**src/hw/conv_seq_pkg.sv**
```systemverilog
/*
  package for the shunt/bus conversion sequencer: configuration field
  layout, mode codes, reset values, timing counts and carrier structs.
  assumes a single 10 MHz core clock.
*/
package conv_seq_pkg;

  // ----------------------------------------------------------------
  // configuration register layout
  // ----------------------------------------------------------------
  localparam int CFG_W = 16;
  localparam int SW_RESET_BIT = 15;
  localparam int BUS_RANGE_BIT = 13;
  localparam int GAIN_LSB = 11;
  localparam int BUS_ADC_LSB = 7;
  localparam int SHUNT_ADC_LSB = 3;
  localparam int MODE_LSB = 0;
  localparam logic [CFG_W-1:0] CFG_RESET = 16'h399f;

  // ----------------------------------------------------------------
  // mode codes
  // ----------------------------------------------------------------
  localparam logic [2:0] MODE_POWER_DOWN = 3'h0;
  localparam logic [2:0] MODE_SHUNT_TRIG = 3'h1;
  localparam logic [2:0] MODE_BUS_TRIG = 3'h2;
  localparam logic [2:0] MODE_BOTH_TRIG = 3'h3;
  localparam logic [2:0] MODE_ADC_OFF = 3'h4;
  localparam logic [2:0] MODE_SHUNT_CONT = 3'h5;
  localparam logic [2:0] MODE_BUS_CONT = 3'h6;
  localparam logic [2:0] MODE_BOTH_CONT = 3'h7;

  // ----------------------------------------------------------------
  // timing
  // ----------------------------------------------------------------
  localparam int CLK_MHZ = 10;
  localparam int WAKE_US = 40;
  localparam int WAKE_CYC = WAKE_US * CLK_MHZ;
  localparam int CNT_W = 12;
  // per-sample conversion time by resolution code, in cycles
  localparam logic [CNT_W-1:0] CONV_9B_CYC = 12'h005;
  localparam logic [CNT_W-1:0] CONV_10B_CYC = 12'h009;
  localparam logic [CNT_W-1:0] CONV_11B_CYC = 12'h011;
  localparam logic [CNT_W-1:0] CONV_12B_CYC = 12'h022;
  localparam logic [CNT_W-1:0] WAKE_CNT = CNT_W'(WAKE_CYC);
  localparam logic [7:0] MATH_CYC = 8'h02;

  // ----------------------------------------------------------------
  // carriers
  // ----------------------------------------------------------------
  typedef enum logic [2:0] {
    ST_IDLE, ST_WAKE, ST_SHUNT, ST_BUS, ST_MATH
  } seq_state_t;

  typedef struct packed {
    logic [15:0] shunt;
    logic [15:0] bus;
    logic [15:0] current;
    logic [31:0] power;
  } results_t;

  typedef struct packed {
    logic sample_shunt;
    logic sample_bus;
    logic [1:0] shunt_gain_sel;
    logic bus_range_32v;
  } afe_ctl_t;

endpackage : conv_seq_pkg

```
**src/hw/shunt_bus_conversion_sequencer.sv**
```systemverilog
/*
  conversion sequencer of a current and power monitor: mode handling,
  per-channel averaging, current/power math step after the conversions, ready flag.
  assumes a two-wire engine that delivers config writes and status
  reads as one-cycle strobes, and an analog front end whose samples
  arrive as same-clock words.
*/
// Behaviour
// - the reset bit in position 15 or a general-call reset restores power-up state.
// - mode 111 loops shunt averaging then bus averaging without end.
// - modes 001/101 convert only shunt and 010/110 only bus, continuously or once; 011 converts both once.
// - current and power are computed in a 2-cycle math step after conversions, before ready sets and the next cycle starts.
// - only a write from power-down straight to a converting mode waits 40 us before conversions are valid.
// - adc-off mode halts all conversion until another mode is written.
// - every write of a triggered mode starts one single shot, same value or not.
// - results stay readable and hold the last completed conversion.
// - the ready flag sets only after conversions, averaging and math finish.
// - ready clears on config write (not power-down/adc-off), status read or pin trigger.
// - the shunt gain selects 40, 80, 160 or 320 mV full scale.
// - the bus range selects 16 V or 32 V full scale.
// - shunt and bus resolution and averaging are chosen independently.
// - shunt and bus samples are taken at different times.
// - after reset the block runs 12-bit, 320 mV, 32 V, continuous both channels.
// - current and power are produced only with a nonzero calibration.
`timescale 1ns/1ps
module shunt_bus_conversion_sequencer
  import conv_seq_pkg::*;
(
  input wire logic core_clk,
  input wire logic resetn,
  input wire logic cfg_wr,
  input wire logic [CFG_W-1:0] cfg_wdata,
  input wire logic general_call_reset,
  input wire logic status_rd,
  input wire logic convert_pin,
  input wire logic [15:0] calibration,
  input wire logic [15:0] adc_sample,
  output logic [CFG_W-1:0] cfg_rdata,
  output logic conversion_ready_flag,
  output results_t results,
  output afe_ctl_t afe_ctl,
  output logic busy
);

  typedef struct packed {
    logic [CFG_W-1:0] cfg;
    seq_state_t st;
    logic [CNT_W-1:0] tick;
    logic [7:0] samp;
    logic [22:0] acc;
    logic running;
    logic one_shot;
    logic ready;
    logic pin_s1;
    logic pin_s2;
    logic pin_s3;
    results_t res;
  } state_t;

  state_t s_r, s_nxt;

  logic [2:0] mode;
  logic [3:0] shunt_adc;
  logic [3:0] bus_adc;
  logic do_shunt;
  logic do_bus;
  logic trig_mode;
  logic pin_rise;
  logic soft_reset;

  // --------------------------------------------------------------
  // helpers
  // --------------------------------------------------------------
  // low two bits select resolution; bit 3 selects 2^n averaging
  function automatic logic [CNT_W-1:0] conv_cycles(input logic [3:0] c);
    logic [CNT_W-1:0] r;
    r = CONV_12B_CYC;
    if (!c[3]) begin
      unique case (c[1:0])
        2'h0: r = CONV_9B_CYC;
        2'h1: r = CONV_10B_CYC;
        2'h2: r = CONV_11B_CYC;
        2'h3: r = CONV_12B_CYC;
      endcase
    end
    return r;
  endfunction : conv_cycles

  function automatic logic [7:0] num_samples(input logic [3:0] c);
    logic [7:0] n;
    n = 8'h01;
    if (c[3]) begin
      n = 8'(8'h01 << c[2:0]);
    end
    return n;
  endfunction : num_samples

  function automatic logic [15:0] avg_out(input logic [22:0] a,
                                          input logic [3:0] c);
    logic [15:0] v;
    v = a[15:0];
    if (c[3]) begin
      v = 16'(a >> c[2:0]);
    end
    return v;
  endfunction : avg_out

  // --------------------------------------------------------------
  // decode
  // --------------------------------------------------------------
  always_comb begin
    mode = s_r.cfg[MODE_LSB +: 3];
    shunt_adc = s_r.cfg[SHUNT_ADC_LSB +: 4];
    bus_adc = s_r.cfg[BUS_ADC_LSB +: 4];
    do_shunt = mode[0];
    do_bus = mode[1];
    trig_mode = !mode[2];
    pin_rise = s_r.pin_s2 && !s_r.pin_s3;
    soft_reset = general_call_reset ||
                 (cfg_wr && cfg_wdata[SW_RESET_BIT]);
  end

  // --------------------------------------------------------------
  // sequencer
  // --------------------------------------------------------------
  always_comb begin
    logic [2:0] wmode;
    logic [47:0] prod;
    s_nxt = s_r;
    wmode = cfg_wdata[MODE_LSB +: 3];
    prod = 48'h0;
    s_nxt.pin_s1 = convert_pin;
    s_nxt.pin_s2 = s_r.pin_s1;
    s_nxt.pin_s3 = s_r.pin_s2;

    // ready clears first so a same-cycle completion below wins
    if (status_rd) begin
      s_nxt.ready = 1'b0;
    end
    if (cfg_wr && wmode != MODE_POWER_DOWN && wmode != MODE_ADC_OFF) begin
      s_nxt.ready = 1'b0;
    end
    if (pin_rise && trig_mode && mode != MODE_POWER_DOWN) begin
      s_nxt.ready = 1'b0;
      s_nxt.one_shot = 1'b1;
    end

    unique case (s_r.st)
      ST_IDLE: begin
        if ((s_r.running || s_nxt.one_shot) &&
            mode != MODE_ADC_OFF && mode != MODE_POWER_DOWN) begin
          s_nxt.st = do_shunt ? ST_SHUNT : ST_BUS;
          s_nxt.tick = do_shunt ? conv_cycles(shunt_adc)
                                : conv_cycles(bus_adc);
          s_nxt.samp = do_shunt ? num_samples(shunt_adc)
                                : num_samples(bus_adc);
          s_nxt.acc = 23'h0;
          s_nxt.one_shot = 1'b0;
        end
      end
      ST_WAKE: begin
        // conversions held off until the front end settles
        if (s_r.tick == CNT_W'(1)) begin
          s_nxt.st = ST_IDLE;
        end else begin
          s_nxt.tick = s_r.tick - CNT_W'(1);
        end
      end
      ST_SHUNT, ST_BUS: begin
        if (s_r.tick == CNT_W'(1)) begin
          s_nxt.acc = s_r.acc + 23'(adc_sample);
          if (s_r.samp == 8'h01) begin
            if (s_r.st == ST_SHUNT) begin
              s_nxt.res.shunt = avg_out(s_nxt.acc, shunt_adc);
            end else begin
              s_nxt.res.bus = avg_out(s_nxt.acc, bus_adc);
            end
            // bus follows shunt, so samples are apart in time
            if (s_r.st == ST_SHUNT && do_bus) begin
              s_nxt.st = ST_BUS;
              s_nxt.tick = conv_cycles(bus_adc);
              s_nxt.samp = num_samples(bus_adc);
              s_nxt.acc = 23'h0;
            end else begin
              s_nxt.st = ST_MATH;
              s_nxt.tick = CNT_W'(MATH_CYC);
            end
          end else begin
            s_nxt.samp = s_r.samp - 8'h01;
            s_nxt.tick = (s_r.st == ST_SHUNT) ? conv_cycles(shunt_adc)
                                              : conv_cycles(bus_adc);
          end
        end else begin
          s_nxt.tick = s_r.tick - CNT_W'(1);
        end
      end
      ST_MATH: begin
        // math after the last sample, off the conversion path
        if (s_r.tick == CNT_W'(1)) begin
          if (calibration != 16'h0) begin
            prod = 48'(32'($signed(s_r.res.shunt) * $signed(calibration))
                   >>> 12);
            s_nxt.res.current = prod[15:0];
            s_nxt.res.power = 32'(prod[15:0] * s_r.res.bus);
          end else begin
            // no stale product left on show without a calibration
            s_nxt.res.current = 16'h0;
            s_nxt.res.power = 32'h0;
          end
          s_nxt.ready = 1'b1;
          s_nxt.st = ST_IDLE;
        end else begin
          s_nxt.tick = s_r.tick - CNT_W'(1);
        end
      end
      default: s_nxt.st = ST_IDLE;
    endcase

    // config writes abort any cycle in flight
    if (cfg_wr && !cfg_wdata[SW_RESET_BIT]) begin
      s_nxt.cfg = cfg_wdata;
      s_nxt.running = wmode[2] && wmode != MODE_ADC_OFF;
      s_nxt.one_shot = !wmode[2] && wmode != MODE_POWER_DOWN;
      if (wmode == MODE_ADC_OFF || wmode == MODE_POWER_DOWN) begin
        s_nxt.st = ST_IDLE;
      end else if (mode == MODE_POWER_DOWN) begin
        s_nxt.st = ST_WAKE;
        s_nxt.tick = WAKE_CNT;
      end else if (s_r.st != ST_WAKE) begin
        // a write during wake-up must not cut the settling time short
        s_nxt.st = ST_IDLE;
      end
    end

    if (soft_reset) begin
      s_nxt = '0;
      s_nxt.cfg = CFG_RESET;
      s_nxt.running = 1'b1;
      s_nxt.st = ST_IDLE;
    end
  end

  always_ff @(posedge core_clk or negedge resetn) begin
    if (!resetn) begin
      s_r <= '{cfg: CFG_RESET, st: ST_IDLE, running: 1'b1,
               default: '0};
    end else begin
      s_r <= s_nxt;
    end
  end

  // --------------------------------------------------------------
  // outputs
  // --------------------------------------------------------------
  always_comb begin
    cfg_rdata = s_r.cfg;
    conversion_ready_flag = s_r.ready;
    results = s_r.res;
    busy = s_r.st != ST_IDLE;
    afe_ctl.sample_shunt = s_r.st == ST_SHUNT;
    afe_ctl.sample_bus = s_r.st == ST_BUS;
    afe_ctl.shunt_gain_sel = s_r.cfg[GAIN_LSB +: 2];
    afe_ctl.bus_range_32v = s_r.cfg[BUS_RANGE_BIT];
  end

endmodule : shunt_bus_conversion_sequencer

```
**config.mk**
```make
export PLATFORM = sky130hd
export DESIGN_NAME = shunt_bus_conversion_sequencer
export DESIGN_NICKNAME = d
export VERILOG_FILES = /design/src/hw/conv_seq_pkg.sv /design/src/hw/shunt_bus_conversion_sequencer.sv
export SDC_FILE = /design/constraint.sdc
export NUM_CORES = 2
export LEC_CHECK = 0
export BUFFER_PORTS_ARGS = -buffer_cell sky130_fd_sc_hd__buf_2
export CORE_MARGIN = 3
export CORE_UTILIZATION = 69
export DETAILED_ROUTE_END_ITERATION = 8
export PLACE_DENSITY = 0.89
export SLEW_MARGIN = 20
export SYNTH_ARGS = -nofsm -noshare
export SYNTH_HDL_FRONTEND = slang
export SYNTH_SLANG_ARGS = --single-unit
```
**constraint.sdc**
```tcl
create_clock -name core_clk -period 25.6 [get_ports core_clk]
set_clock_uncertainty 0.15 [all_clocks]
set_input_delay 2.56 -clock core_clk [delete_from_list [all_inputs] [get_ports core_clk]]
set_output_delay 2.56 -clock core_clk [all_outputs]
set_load 0.03 [all_outputs]
```
# Word-level counts from Yosys, hierarchy flattened
# Cells that the tools add are included.
dict set report totals {
  ff_bits 148
  latchBits 0
  mem_bits_rw 0
  rom_bits 0
  input_bits 54
  output_inout_bits 103
  memories 0
}
dict set report op_classes {
  addsub 3
  n_mul 2
  div_mod_pow 0
  order_cmp 0
  eq_ne 20
  shift 4
  n_mux 49
  bitwise_logic 0
  n_reduce_logical 42
}
# cell n
set ops {}
lappend ops {{two-way mux 148 bit} 1}
lappend ops {{two-way mux 48 bit} 3}
lappend ops {{two-way mux 12 bit} 8}
lappend ops {{two-way mux 32 bit} 3}
lappend ops {{one-hot mux 12 bit (4 select lines)} 2}
lappend ops {{two-way mux 31 bit} 3}
lappend ops {{two-way mux 16 bit} 4}
lappend ops {{one-hot mux 31 bit (2 select lines)} 1}
lappend ops {{two-way mux 46 bit} 1}
lappend ops {{>> shifter 23 x 3 -> 16 bit} 2}
lappend ops {{one-hot mux 12 bit (3 select lines)} 1}
lappend ops {{multiplier 16 x 16 -> 32 bit} 1}
lappend ops {{multiplier 16 x 16 -> 28 bit} 1}
lappend ops {{two-way mux 8 bit} 3}
lappend ops {{adder 23 x 16 -> 23 bit} 1}
lappend ops {{two-way mux 23 bit} 1}
lappend ops {{two-way mux 20 bit} 1}
lappend ops {{two-way mux 3 bit} 6}
lappend ops {{nonzero test 16 bit} 1}
lappend ops {{left shift 1 x 3 -> 8 bit (first input constant)} 2}
lappend ops {{two-way mux 15 bit} 1}
lappend ops {{equality test 12 x 1 -> 1 bit (second input constant)} 1}
lappend ops {{logical AND 1 bit} 12}
lappend ops {{!= test 3 bit (second input constant)} 4}
lappend ops {{24 further kinds} 56}

# Logic depth before layout (Yosys ltp)
dict set report depth {
  word_depth 15
  depth_mapped 46
  mapped_depth_nobuf 43
}

# Worst setup path before layout
# OpenSTA, ideal clock, no wires.
dict set report synth_timing {
  path_type {input to register}
  from {in calibration[10]}
  to {reg s_r, in the netlist results[24]}
  setup_time_ns 0.126
  t_arrival_ns 13.428
  path_slack_ns 11.896
  cell_stages 42
  path_cell_list {clkbuf_1 -> clkbuf_1 -> nand2_1 -> fa_1 -> inv_1 -> fa_1 -> fa_1 -> fa_1 -> fa_1 -> inv_1 -> fa_1 -> inv_1 -> ha_1 -> and2_1 -> or4_1 -> or3_1 -> nor3_2 -> o21ai_2 -> [... 6 more ...] -> fa_1 -> inv_1 -> fa_1 -> fa_1 -> fa_1 -> inv_1 -> fa_1 -> inv_1 -> ha_1 -> a21o_1 -> a21oi_1 -> nor2b_1 -> nor2_1 -> a311oi_1 -> a311o_1 -> a21oi_1 -> xor2_1 -> o21ai_0}
}
dict set report synth_between {
  elab_chain_cells 6
}
# item line
set synth_rtl {}
lappend synth_rtl {{start, declared} shunt_bus_conversion_sequencer.sv:36} ;# input wire logic [15:0] calibration,
lappend synth_rtl {{multiplier 16 x 16 -> 28 bit} shunt_bus_conversion_sequencer.sv:201} ;# prod = 48'(32'($signed(s_r.res.shunt) * $signed(calibration))
lappend synth_rtl {{multiplier 16 x 16 -> 32 bit} shunt_bus_conversion_sequencer.sv:204} ;# s_nxt.res.power = 32'(prod[15:0] * s_r.res.bus);
lappend synth_rtl {{two-way mux 48 bit (*)} shunt_bus_conversion_sequencer.sv:200} ;# if (calibration != 16'h0) begin
lappend synth_rtl {{two-way mux 48 bit (*)} shunt_bus_conversion_sequencer.sv:199} ;# if (s_r.tick == CNT_W'(1)) begin
lappend synth_rtl {{two-way mux 48 bit (*)} shunt_bus_conversion_sequencer.sv:148} ;# unique case (s_r.st)
lappend synth_rtl {{two-way mux 148 bit (*)} shunt_bus_conversion_sequencer.sv:235} ;# if (soft_reset) begin
lappend synth_rtl {{end signal, assigned} shunt_bus_conversion_sequencer.sv:245} ;# s_r <= '{cfg: CFG_RESET, st: ST_IDLE, running: 1'b1,
lappend synth_rtl {{end signal, assigned} shunt_bus_conversion_sequencer.sv:248} ;# s_r <= s_nxt;
lappend synth_rtl {{end, declared} shunt_bus_conversion_sequencer.sv:60} ;# state_t s_r, s_nxt;
# Mark *: on every way between the ends. The rest lies on a longest branch, timed or not. The select of a mux whose other input is x is not followed.
# A chain may end at the register's enable or synchronous reset.

# Worst setup path after layout
dict set report layout_timing {
  from {in calibration[2]}
  to {reg s_r, in the netlist results[29]}
}
# Same word-level chain as after synthesis.

==> impl_results.md <==
- Worst skew pair latency: 0.44 ns
- Final min period: approximately 14 ns
- Relative max-transition margin: 0.294
- CTS tree: yes
- Max Root-Sink Buffers: 2
- Register bit total from synthesis: 148
- Grt ovf: 0
- Post-cts resize count: 0
- Min-delay worst type: reg2reg
- DRT Pass-1 Iters: 7
- Fmax: ~70 MHz
- Synthesized area: 27200 um^2
- Post-synth EDFFs: 0
- DRC: 0
- Met1 track demand over resource: 0.484
- Post-synthesis mux area share: 0.0198
- Crit. End Element: flop
- Row cnt: a little over 70
- Ys async rst share: 1.00
- Post-Route WL: about 75 mm
- Final HPWL from detailed placement: 58.6 mm
- Final core utilization: 0.727
- Setup TNS: 0 ns
- Startpoint types: input pin
- Final net count: approximately 3700
- Chip Width: 205 um
- Max-cap check violation count: 0
- Met3 usage: 0.101
- Synth Area in Simple Gates: 0.176
- Measured slew at the worst slew-check pin: between 1 and 1.5 ns
- Layout cell share with drive strength beyond 1: 0.0902
- Kind of critical path: in2reg
- Synth cell types: 91
- Clk sinks: approximately 150
- Crit-path slowest cell: o211ai_2
- Tot Pwr: 0.705 mW
- # setup viols final: 0
- DIE AREA: about 42000 um^2
- Max FO, Critical Path: 17
- Adder-Cell Fraction of Synth Area: 0.402
- Grt met2 use: 0.604
- Worst Hold Slack: about 0.31 ns
- Sequential area share after synthesis: 0.136
- RSZ-0062 raised after global routing: no
- LEAKAGE: roughly 14 nW
- Vias per inst: between 6 and 7
- Worst EP required: between 20 and 30 ns
- Routed WL per cell: 20.9 um
- Syn Area/Cell: just under 9 um^2
- H-Tree Depth: 4
- N_diodes: 0
- Syn Nets: between 3000 and 4000
- Global Route Usage Sum: 0.373
- XOR/XNOR Fraction of Synth Area: 0.0277
- Slowest stage delay, CP: 0.69 ns
- Largest net degree at the start of global routing: 82
- Area grow syn2layout: 3.54%
- Initial Util: 0.702
- Post-synthesis compound-gate area fraction: 0.118
- Final hold vios: 0
- I/O Buffers: approximately 160
- CTS buffer count: 17
- CTS Root Cell: clkbuf_16
- First-pass GRT wire length: ~120 mm
- Initial antenna violation count: 0
- Global routing's busiest layer: met2
- Outcome: finished clean
- Slew Limit Fails: 0
- Yosys warning total: 0
- PD cells: 25.0 nW/um^2
- Die Span Y: between 200 and 250 um
- Hold Buf Count CTS: 0
- CORE AREA: a little under 40000 um^2
- Most used DFF post-synth: dfrtp_1
- Worst EP arrival: around 15 ns
- DR vias: between 20000 and 25000
- Number of global-route vias before repair: ~24000
- Largest family of logic cells by synthesized area: adder cells
- Clock-pin slew on the worst setup and hold paths: ~0.070 ns
- Post-CTS setup buffers: 0
- Post-route ant nets: 0
- Peak supply drop: between 0.05 and 0.06 mV
- First DRT Iteration DRCs: 2188
- Crit-path most repeated cell: fa_1
- GPL Wtd Cong: between 0.9 and 1
- Tcrit/Tclk final: 0.561
- Ports: 157
- Synthesized instance count: 3107
==> metal layers <==
metal | part of all wire | vias up | routed length [um]
li1 | - | 9753 | -
met1 | 0.37 | 11200 | 28200
met2 | 0.48 | 1382 | 35800
met3 | 0.11 | 253 | 8540
met4 | 0.036 | 0 | 2690
met5 | 0 | - | 0
==> through the flow <==
step,setup slack [ns],std cells,instance area (um^2)
after floorplan,11.90,3107,27200
after global placement,11.16,3558,27600
after detailed placement,10.89,3558,27600
after CTS,11.29,3589,28200
after global routing,10.69,3589,28200
final,11.24,3589,28200
==> Yosys cell counts, drive strengths merged, types with 23 or more instances <==
cell type  instances  area [um^2]
nor3              37          200
o21ai            127          643
xor2              30          263
nand3             45          225
clkbuf           115          437
nor2             113          424
a31oi             26          178
fa               423         8470
a21oi             87          439
and2             259         1620
mux2i             30          300
ha               198         2480
dfrtp            137         3430
buf              132          898
inv              516         1940
xnor2             54          492
a22o              35          307
nand2            397         1490
a211oi            23          178
==> cells by family after synthesis <==
kind of cell | Yosys count
flops | 148
fa+ha+maj | 621
simple gates | 970
mux | 46
compound gates | 474
buf+inv | 764
xor+xnor | 84
==> path summary, 6_finish.rpt <==
kind                                               from                 endpoint  slack [ns]  depth (start not counted)
worst max-delay path                     calibration[2]  results[29]$_DFFE_PN0P_       11.24                         41
worst min-delay path                  s_r[82]$_DFF_PN0_        s_r[81]$_DFF_PN0_        0.31                          1
worst max register to register  results[79]$_DFFE_PN0P_  results[29]$_DFFE_PN0P_       12.89                         40
worst min register to register        s_r[82]$_DFF_PN0_        s_r[81]$_DFF_PN0_        0.31                          1
max in group asynchronous                        resetn  results[67]$_DFFE_PN0P_       21.87                          2
min in group asynchronous                        resetn  results[25]$_DFFE_PN0P_        2.01                          1
==> cell usage in the layout (no fill, tap or decap), types with 11 or more instances in the layout <==
master       n
o21a_1      12
a21oi_1     84
fa_1       423
nand2_1    397
or3_1       11
inv_1      516
buf_2      155
and3_1      21
nand3_1     45
a211oi_1    22
mux2i_1     30
nor3_1      33
xnor2_1     53
o22ai_1     16
o211ai_1    17
nand2b_1    17
nor2_1     113
and2_1     259
a21o_1      19
buf_4       24
dfstp_2     11
a31oi_1     24
xor2_1      29
a22oi_1     21
dfrtp_1    137
nor2b_1     16
clkbuf_16   17
ha_1       198
a22o_1      35
o21ai_0    122
==> sequential cells by signal, summed over array words and instances (netlist names) <==
signal and flops:
results 80, s_r 51, cfg_rdata 16, conversion_ready_flag 1
==> cell type report <==
type                            instances  area (um^2)
Clock inverter                         11          200
Clock buffer                           20          437
Tap cell                              518          648
Timing Repair Buffer                  180          967
Multi-Input combinational cell       2195        20300
Sequential cell                       148         3720
Fill cell                            2745        10600
Inverter                              517         1940
==> worst max-delay path: cells and delay by family <==
kind	cells	cell delay, ns
adders and majority gates	14	6.69
AOI/OAI and AO/OA	11	2.59
and+or+nand+nor	7	1.72
buffers and inverters	8	0.86
xor gates and xnor gates	1	0.08
==> power by group <==
part / leakage (nW) / internal (mW) / switching (mW)
Combinational: 12.1 / 0.0560 / 0.118
Clock: 0.307 / 0.174 / 0.107
Sequential: 2.02 / 0.240 / 0.0108
Total: 14.5 / 0.469 / 0.235
(Power assumes the default switching activity.)
